**config.mk**
```make
export PLATFORM = sky130hd
export DESIGN_NAME = sbw_write_port
export DESIGN_NICKNAME = d
export VERILOG_FILES = /design/src/verilog/sbw_pkg.sv /design/src/verilog/sbw_sync.sv /design/src/verilog/sbw_lane_mask.sv /design/src/verilog/sbw_write_port.sv
export SDC_FILE = /design/constraint.sdc
export NUM_CORES = 1
export LEC_CHECK = 0
export BUFFER_PORTS_ARGS = -buffer_cell sky130_fd_sc_hd__buf_2
export CAP_MARGIN = 30
export CORE_MARGIN = 1
export CORE_UTILIZATION = 30
export DETAILED_ROUTE_END_ITERATION = 10
export HOLD_SLACK_MARGIN = 0.12
export PLACE_DENSITY_LB_ADDON = 0.25
export RECOVER_POWER = 100
export SYNTH_ARGS = -nofsm -noshare
export SYNTH_HDL_FRONTEND = slang
export SYNTH_SLANG_ARGS = --single-unit
```
**constraint.sdc**
```tcl
create_clock -name i_ref_clk -period 13.7 [get_ports i_ref_clk]
set_input_delay 0.685 -clock i_ref_clk [delete_from_list [all_inputs] [get_ports i_ref_clk]]
set_output_delay 0.685 -clock i_ref_clk [all_outputs]
set_load 0.01 [all_outputs]
```
**src/verilog/sbw_pkg.sv**
```systemverilog
// shared constants, state type and lane helpers for the burst write masking block
// Overview of operation
// 8-bit word, both nibble selects low: store all eight data bits.
// 8-bit word, low select only: write bits 3..0, keep bits 7..4.
// 8-bit word, high select only: write bits 7..4, keep bits 3..0.
// 18-bit word, lane 0 only: write bits 8..0, keep bits 17..9.
// 18-bit word, lane 1 only: write bits 17..9, keep bits 8..0.
// 8/18-bit word, both selects high: the addressed word stays unmodified.
// 36-bit word, all four lane selects low: write all 36 bits.
// 36-bit word, lane 0 only: write bits 8..0, keep 35..9.
// 36-bit word, lane 1 only: write bits 17..9, keep the rest.
// 36-bit word, lane 2 only: write bits 26..18, keep the rest.
// 36-bit word, lane 3 only: write bits 35..27, keep 26..0.
// 36-bit word, all lane selects high: no array update that beat.
// selects may change between beats; each beat uses its own selects.
// controller starts write with load and read/write low, then two beats.
// first beat mask goes to first burst word, second to second.
package sbw_pkg;

  localparam int ORG_X8        = 8;
  localparam int ORG_X18       = 18;
  localparam int ORG_X36       = 36;
  localparam int NIBBLE_W      = 4;
  localparam int BYTE_W        = 9;
  localparam int LANES_NARROW  = 2;
  localparam int LANES_WIDE    = 4;
  localparam int CLK_PERIOD_NS = 40;
  localparam int SYNC_STAGES   = 2;
  localparam int DEF_ADDR_W    = 4;
  localparam logic RST_LOAD_N  = 1'b1;
  localparam logic RST_RW_SEL  = 1'b1;
  localparam logic RST_SEL_N   = 1'b1;

  typedef enum logic [1:0] {
    SBW_IDLE,
    SBW_BEAT0,
    SBW_BEAT1
  } sbw_state_t;

  function automatic int sbw_lanes(input int width);
    return (width == ORG_X36) ? LANES_WIDE : LANES_NARROW;
  endfunction

  function automatic int sbw_lane_w(input int width);
    return (width == ORG_X8) ? NIBBLE_W : BYTE_W;
  endfunction

endpackage

```
**src/verilog/sbw_sync.sv**
```systemverilog
// two-stage synchroniser for a group of pin inputs
`timescale 1ns/1ps
module sbw_sync #(
  parameter int         W       = 1,
  parameter logic [0:0] RST_VAL = 1'b0
) (
  input  wire logic         i_ref_clk,
  input  wire logic         i_rst,
  input  wire logic [W-1:0] i_async,
  output logic      [W-1:0] o_sync
);

  logic [W-1:0] meta_reg;

  // first stage feeds only the second
  always_ff @(posedge i_ref_clk or posedge i_rst)
  begin
    if (i_rst)
    begin
      meta_reg <= {W{RST_VAL}};
      o_sync   <= {W{RST_VAL}};
    end
    else
    begin
      meta_reg <= i_async;
      o_sync   <= meta_reg;
    end
  end

endmodule

```
**src/verilog/sbw_lane_mask.sv**
```systemverilog
// expands active-low lane selects into a per-bit write mask
`timescale 1ns/1ps
module sbw_lane_mask #(
  parameter int DATA_W = 36,
  parameter int LANES  = 4,
  parameter int LANE_W = 9
) (
  input  wire logic [LANES-1:0]  i_sel_n,
  output logic      [DATA_W-1:0] o_mask
);

  genvar b;
  generate
    for (b = 0; b < DATA_W; b++)
    begin : g_bit
      assign o_mask[b] = ~i_sel_n[b / LANE_W];
    end
  endgenerate

endmodule

```
**src/verilog/sbw_write_port.sv**
```systemverilog
// burst-of-two write port with per-beat lane masking into the word array
`timescale 1ns/1ps
module sbw_write_port #(
  parameter int DATA_W = 36,
  parameter int ADDR_W = sbw_pkg::DEF_ADDR_W
) (
  input  wire logic                                i_ref_clk,
  input  wire logic                                i_rst,
  input  wire logic                                i_load_strobe_n,
  input  wire logic                                i_read_write_sel,
  input  wire logic [ADDR_W-1:0]                   i_addr,
  input  wire logic [DATA_W-1:0]                   i_wr_data,
  input  wire logic [sbw_pkg::sbw_lanes(DATA_W)-1:0] i_lane_write_select_n,
  input  wire logic [ADDR_W-1:0]                   i_rd_addr,
  output logic      [DATA_W-1:0]                   o_rd_data,
  output logic                                     o_write_busy,
  output logic                                     o_word_written
);

  localparam int LANES  = sbw_pkg::sbw_lanes(DATA_W);
  localparam int LANE_W = sbw_pkg::sbw_lane_w(DATA_W);
  localparam int DEPTH  = 1 << ADDR_W;

  // in the 8-bit organisation bit 0 is nibble_select_low, bit 1 nibble_select_high
  logic [LANES-1:0]   s_sel_n;
  logic [DATA_W-1:0]  s_data;
  logic [ADDR_W-1:0]  s_addr;
  logic               s_load_n;
  logic               s_rw_sel;

  sbw_pkg::sbw_state_t state_reg;
  sbw_pkg::sbw_state_t state_next;

  logic [ADDR_W-1:0]  base_addr_reg;
  logic [ADDR_W-1:0]  first_addr;
  logic [ADDR_W-1:0]  wr_addr;
  logic [DATA_W-1:0]  wr_mask;
  logic [DATA_W-1:0]  cur_word;
  logic               in_beat;
  logic               wr_en;
  logic               start;
  logic               written_reg;
  logic [DATA_W-1:0]  rd_data_reg;
  logic [DATA_W-1:0]  mem [DEPTH];

  // every write pin group goes through two flops, so beats and command stay aligned
  sbw_sync #(
    .W       (LANES),
    .RST_VAL (sbw_pkg::RST_SEL_N)
  ) u_sync_sel (
    .i_ref_clk (i_ref_clk),
    .i_rst     (i_rst),
    .i_async   (i_lane_write_select_n),
    .o_sync    (s_sel_n)
  );

  sbw_sync #(
    .W       (DATA_W),
    .RST_VAL (1'b0)
  ) u_sync_data (
    .i_ref_clk (i_ref_clk),
    .i_rst     (i_rst),
    .i_async   (i_wr_data),
    .o_sync    (s_data)
  );

  sbw_sync #(
    .W       (ADDR_W),
    .RST_VAL (1'b0)
  ) u_sync_addr (
    .i_ref_clk (i_ref_clk),
    .i_rst     (i_rst),
    .i_async   (i_addr),
    .o_sync    (s_addr)
  );

  sbw_sync #(
    .W       (1),
    .RST_VAL (sbw_pkg::RST_LOAD_N)
  ) u_sync_load (
    .i_ref_clk (i_ref_clk),
    .i_rst     (i_rst),
    .i_async   (i_load_strobe_n),
    .o_sync    (s_load_n)
  );

  sbw_sync #(
    .W       (1),
    .RST_VAL (sbw_pkg::RST_RW_SEL)
  ) u_sync_rw (
    .i_ref_clk (i_ref_clk),
    .i_rst     (i_rst),
    .i_async   (i_read_write_sel),
    .o_sync    (s_rw_sel)
  );

  // write start decode
  assign start = ~s_load_n & ~s_rw_sel;

  // a command is not taken while the first beat is in flight
  always_comb
  begin
    state_next = state_reg;
    unique case (state_reg)
      sbw_pkg::SBW_IDLE:
        if (start)
          state_next = sbw_pkg::SBW_BEAT0;
      sbw_pkg::SBW_BEAT0:
        state_next = sbw_pkg::SBW_BEAT1;
      sbw_pkg::SBW_BEAT1:
        state_next = start ? sbw_pkg::SBW_BEAT0 : sbw_pkg::SBW_IDLE;
      default:
        state_next = sbw_pkg::SBW_IDLE;
    endcase
  end

  always_ff @(posedge i_ref_clk or posedge i_rst)
  begin
    if (i_rst)
      state_reg <= sbw_pkg::SBW_IDLE;
    else
      state_reg <= state_next;
  end

  always_ff @(posedge i_ref_clk or posedge i_rst)
  begin
    if (i_rst)
      base_addr_reg <= '0;
    else if (start && state_reg != sbw_pkg::SBW_BEAT0)
      base_addr_reg <= s_addr;
  end

  // burst word order
  generate
    if (DATA_W == sbw_pkg::ORG_X8)
    begin : g_addr_x8
      // narrow burst always starts at the even word
      assign first_addr = {base_addr_reg[ADDR_W-1:1], 1'b0};
    end
    else
    begin : g_addr_wide
      assign first_addr = base_addr_reg;
    end
  endgenerate

  assign wr_addr = (state_reg == sbw_pkg::SBW_BEAT0) ? first_addr
                                                     : (first_addr ^ ADDR_W'(1));
  assign in_beat = (state_reg == sbw_pkg::SBW_BEAT0) || (state_reg == sbw_pkg::SBW_BEAT1);

  // selects of this beat only
  sbw_lane_mask #(
    .DATA_W (DATA_W),
    .LANES  (LANES),
    .LANE_W (LANE_W)
  ) u_mask (
    .i_sel_n (s_sel_n),
    .o_mask  (wr_mask)
  );

  // all selects high skip update
  assign wr_en    = in_beat && (|wr_mask);
  assign cur_word = mem[wr_addr];

  // merge under mask
  // no reset on the array: words read unknown until first written
  always_ff @(posedge i_ref_clk)
  begin
    if (wr_en)
      mem[wr_addr] <= (cur_word & ~wr_mask) | (s_data & wr_mask);
  end

  always_ff @(posedge i_ref_clk or posedge i_rst)
  begin
    if (i_rst)
      written_reg <= 1'b0;
    else
      written_reg <= wr_en;
  end

  // readback is a same-clock port, so no synchroniser in front of it
  always_ff @(posedge i_ref_clk or posedge i_rst)
  begin
    if (i_rst)
      rd_data_reg <= '0;
    else
      rd_data_reg <= mem[i_rd_addr];
  end

  assign o_rd_data      = rd_data_reg;
  assign o_word_written = written_reg;
  assign o_write_busy   = in_beat;

  generate
    if (DATA_W == sbw_pkg::ORG_X8)
    begin : g_chk_x8

    end
    else if (DATA_W == sbw_pkg::ORG_X18)
    begin : g_chk_x18

    end
    else
    begin : g_chk_x36

    end
  endgenerate
endmodule

```
==> impl_metrics.ini, run 1 <==
[yosys]
synthCells = 1910
synth_fp_nets = 1966
synth_area_per_cell_sq_um = 15.7
ys_seq_area_share_pct = 68.9
ys_warn_count = 0
ys_types = 34
synth_seq_cells = 711
synthesis.area_sq_um = 30000

[setup_path]
startpoint_type = flop
rrSetupSlack_ns = 5.34
worstSetupStartpoint = base_addr_reg[3]
cp.required_ns = 13.96
reg2regPathDepth = 6
crit_path_max_fanout = 44
rr_startpoint = base_addr_reg[3]
timing.critical_path.to_type = flop
rr_endpoint = mem[15][13]
critPathKind = reg2reg
cp-endpoint = mem[15][13]
worst_ep_arrival_time_ns = 8.63

[cells_and_area]
largest_reg_flops = 576
area_growth_pct = 15.2
diodes = 0
regMostFlops = mem
layoutNonFillerInstCount = 3378
drive_gt1_share_pct = 19.1
layout_commonest_cell = edfxtp_1
fin_nets = 2081
final_cell_mix = edfxtp_1 (576), nand2_1 (377), mux4_2 (193)

[worst_hold_path]
worstHoldStart = i_lane_write_select_n[0]
hp-class = in2reg

[timing]
worst_pin_slew_ns = 4.03
final-hold-violation-count = 0
hold_ws_ns = 0.162
finClkSkew_ns = 0.0229
relSlewSlack_pct = -170
setup_tns_ns = 0
max_freq_mhz = 120
finalCriticalPeriod_ns = 8.36
fin_crit_sh_pct = 61.1
rsz0062_at_grt = false
timing_max_transition_violations_final = 887
finalSetupViolCount = 0

[clocking]
post_cts_resized = 0
numCtsBuffers = 82
clk_pin_slew_ns = 0.06
hold_buffers = 0
post-cts-setup-buffers = 0
cts_buffer_depth = 3
cts_sinks = 711
cts_root_buf = clkbuf_16
htree_num_levels = 3
worstSkewPairLatency_ns = 0.62
cts_tree = yes

[floorplanning]
die_h_microns = 318
die_area_sq_um = 101000
start_util_pct = 30.4
coreArea_sq_um = 98700
ioPinCount = 90
placementRows = 115
die_x_microns = 318

[power_and_ir_drop]
leakage_nw = 11.4
p_per_area_nw_per_um2 = 209
peakVddDrop_mv = 0.198
total_power_mw = 7.22

[placement]
buffer_ports.inserted = 89
placed_cells = 3200
hpwl_microns = 46400
gp_congestion = 0.770

[grt]
overflow = 0
grt.total_usage_pct = 17.7
grt_pass1_wl_microns = 131000
grt_pass1_vias = 19200
antenna_found_initial = 0
grt_start_max_net_pins = 192

[routing]
vias = 18100
drt_drc_violations_left = 0
routed_wl_microns = 89900
antenna_left = 0
via_per_inst = 5.36
avgRoutedWirePerCell_microns = 26.6
firstDrtPassIters = 5
detail_route.iter0.violations = 1731

[status]
status = finished with violations
violations = max-capacitance violations, max-slew violations

[flow_run]
cap_violations = 27
-- report_power, final --
group | internal [mW] | switching, mW
registers | 2.85 | 0.120
logic | 0.586 | 1.46
clock network | 1.34 | 0.874
-- final cells by class --
class                           instances  area (sq um)
Timing Repair Buffer                  166           818
Multi-Input combinational cell       1060          8750
Sequential cell                       711         20700
Clock inverter                         42           494
Tap cell                             1287          1610
Inverter                                4          16.3
Clock buffer                          108          2200
Fill cell                            9397         64100
-- synthesized netlist by cell type, drive strengths merged --
cell type    n  area (sq um)
edfxtp     576         17300
nand2      378          1420
mux4       195          4400
nand3      126           631
dfrtp      123          3080
clkbuf      80           300
nor2        66           248
a21oi       63           315
a31oi       59           369
buf         55           289
nand4       37           231
mux2i       36           360
o21ai       24           120
a211oi      21           158
a221oi      14           123
a41oi       14           123
dfstp       12           315
nor3         5          25.0
ha           4          50.1
inv          4          15.0
mux2         4          45.0
nand2b       3          18.8
and3         2          12.5
nor2b        2          12.5
or3          2          12.5
and2         1          6.26
o221ai       1          8.76
o22ai        1          6.26
xnor2        1          8.76
xor2         1          16.3
-- worst min-delay path by stage --
stage	endpoint	slack (ns)	depth (start not counted)
floorplan	u_sync_addr.o_sync[0]	0.33	0
global placement	u_sync_data.o_sync[33]	0.34	0
detailed placement	u_sync_data.o_sync[13]	0.33	0
CTS	u_sync_sel.meta_reg[0]	0.12	1
global route	u_sync_data.meta_reg[13]	0.14	1
finish	u_sync_sel.meta_reg[0]	0.16	1
-- stage by stage --
stage	instance area [sq um]	setup WS (ns)	utilization (%)
2_1_floorplan	30000	8.84	-
3_3_place_gp	32000	9.28	32.4
3_5_place_dp	32100	9.09	32.5
4_1_cts	34800	9.09	35.3
5_1_grt	34600	5.22	35.0
6_report	34600	5.34	35.0
-- cell families after synthesis --
family,count (synthesis),share of synthesized area [%]
adders and majority gates,4,0.167
buffers and inverters,139,2.01
AOI/OAI and AO/OA,197,4.07
DFF,711,68.9
and+or+nand+nor,622,8.72
muxes,235,16.0
xor gates and xnor gates,2,0.0834
-- metal layers --
metal | global-route usage, % | part of all wire [%]
met5 | 0 | 0
met4 | 5.60 | 2.6
met3 | 3.05 | 6.9
met2 | 30.2 | 50
met1 | 22.8 | 41
-- worst max-delay path, cell delays in order, from the launching register on --
cell and delay, ns:
dfrtp_1 1.10, clkbuf_1 2.38, nand2_1 1.99, nor2_1 0.36
clkbuf_1 0.97, a221oi_1 0.19, a41oi_1 0.93
No activity file was read; power rests on OpenSTA's default activity.
==> run 2, diff against run 1 <==
Clock period 13.7 ns to 8.7 ns, I/O delays scaled along.
==> impl_metrics.ini, run 2 (same netlist as run 1, synthesis figures left out) <==
[floorplanning]
coreArea_sq_um = 98700
start_util_pct = 30.4
die_h_microns = 318
die_area_sq_um = 101000
die_x_microns = 318
ioPinCount = 90
placementRows = 115

[timing]
hold_ws_ns = 0.340
max_freq_mhz = 161
setup_tns_ns = 0
timing_max_transition_violations_final = 649
relSlewSlack_pct = -194
finClkSkew_ns = 0.0300
worst_pin_slew_ns = 4.41
finalCriticalPeriod_ns = 6.21
finalSetupViolCount = 0
fin_crit_sh_pct = 71.4
rsz0062_at_grt = false
final-hold-violation-count = 0

[cells_and_area]
layout_commonest_cell = edfxtp_1
nFillCells = 9359
largest_reg_flops = 576
regMostFlops = mem
area_growth_pct = 17.3
fin_nets = 2131
drive_gt1_share_pct = 19.6
finalInstanceArea_sq_um = 35200
final_cell_mix = edfxtp_1 (576), nand2_1 (377), mux4_2 (193)

[power_and_ir_drop]
p_clk_share_pct = 30.6
p_int_mw = 7.54
p_switching_mw = 3.93
peakVddDrop_mv = 0.562
sw_frac_of_total_pct = 34.3
p_per_area_nw_per_um2 = 326
leakage_nw = 11.7
seqPwrFrac_pct = 40.6
p_comb_share_pct = 28.9

[status]
status = finished with violations
violations = max-capacitance violations, max-slew violations

[setup_path]
cp.required_ns = 8.89
reg2regPathDepth = 7
timing.critical_path.to_type = flop
crit_path_max_fanout = 190
rr_endpoint = mem[7][12]
worstSetupStartpoint = state_reg[1]
critPathKind = reg2reg
rr_startpoint = state_reg[1]
rrSetupSlack_ns = 2.49
cp-endpoint = mem[7][12]
worst_ep_arrival_time_ns = 6.39
startpoint_type = flop

[clocking]
htree_num_levels = 3
numCtsBuffers = 82
cts_root_buf = clkbuf_16
post-cts-setup-buffers = 0
clk_pin_slew_ns = 0.06
worstSkewPairLatency_ns = 0.66
cts_sinks = 711
cts_tree = yes
cts_buffer_depth = 3

[placement]
placed_area_sq_um = 32100
gp_congestion = 0.771
hpwl_microns = 47800
buffer_ports.inserted = 89

[routing]
detail_route.iter0.violations = 1806
vias = 18400
avgRoutedWirePerCell_microns = 26.5
routed_wl_microns = 90800
via_per_inst = 5.36
firstDrtPassIters = 7
antenna_left = 0
drt_drc_violations_left = 0

[grt]
overflow = 0
antenna_found_initial = 1
grt_start_max_net_pins = 191
grt.total_usage_pct = 17.8
grt_pass1_wl_microns = 131000
grt_pass1_vias = 18900

[flow_run]
cap_violations = 26

[worst_hold_path]
hp-class = reg2reg
## run 2: cell count changes in the layout (fill, tap and decap cells not counted), sizes merged
cell and delta:
clkbuf -5, dlygate4sd3 +47, diode +2, buf +15
inv -1, clkinv -3, bufinv -3
## run 2: how the worst min path moves through the flow
stage	startpoint	endpoint	cells past startpoint
after floorplan	u_sync_addr.meta_reg[0]	u_sync_addr.o_sync[0]	0
after detailed placement	u_sync_data.meta_reg[35]	u_sync_data.o_sync[35]	0
final	u_sync_data.meta_reg[23]	u_sync_data.o_sync[23]	0
after global routing	u_sync_data.meta_reg[32]	u_sync_data.o_sync[32]	0
after CTS	u_sync_data.meta_reg[23]	u_sync_data.o_sync[23]	0
after global placement	u_sync_data.meta_reg[11]	u_sync_data.o_sync[11]	0
## run 2: area by class of cell
type,instances,area (sq um),area share [%]
flip-flops and latches,711,20700,58.8
multi-input cells,1060,8780,24.9
clock buffers,115,2310,6.57
well taps,1287,1610,4.58
repair buffers,216,1340,3.81
clock inverters,35,432,1.23
inverters,4,16.3,0.0462
diodes,2,5.00,0.0142
## run 2: power groups by stage
stage / Sequential [mW] / Combinational (mW) / Clock [mW]
after floorplan: 4.64 / 2.14 / 0
after global placement: 4.71 / 3.17 / 0
after detailed placement: 4.72 / 3.27 / 0
after CTS: 4.66 / 3.30 / 3.58
after global routing: 4.69 / 3.55 / 3.71
final: 4.65 / 3.31 / 3.51
## run 2: worst max-delay path, stage by stage, from the launching register on
cell	delay (ns)
dfrtp_1	0.40
inv_1	0.11
ha_1	0.34
xnor2_1	0.21
buf_12	0.67
nand3_1	0.31
nor2_1	1.64
clkbuf_1	1.97
## run 2: per-stage QoR
step,setup WS [ns],power (mW),util (%),instances
global route,2.15,12.0,35.7,3428
finish,2.49,11.5,35.7,3430
detailed placement,4.31,7.99,32.5,3201
CTS,4.32,11.5,35.8,3398
floorplan,3.84,6.79,-,1910
global placement,4.43,7.88,32.4,3194
## run 2: what timing repair did
| action | CTS | global route |
|---|---|---|
| gates resized for setup | 0 | 0 |
| hold buffers | 47 | 0 |
| setup endpoints to repair | 0 | 0 |
| hold endpoints to repair | 126 | 0 |
## run 2: per-layer routing
metal	wire length (microns)	vias up	share of wire, %	GRT usage (%)
li1	-	7791	-	-
met1	37400	9621	41	23.2
met2	44500	784	49	29.8
met3	5950	196	6.5	2.58
met4	2860	0	3.2	6.77
met5	0	-	0	0
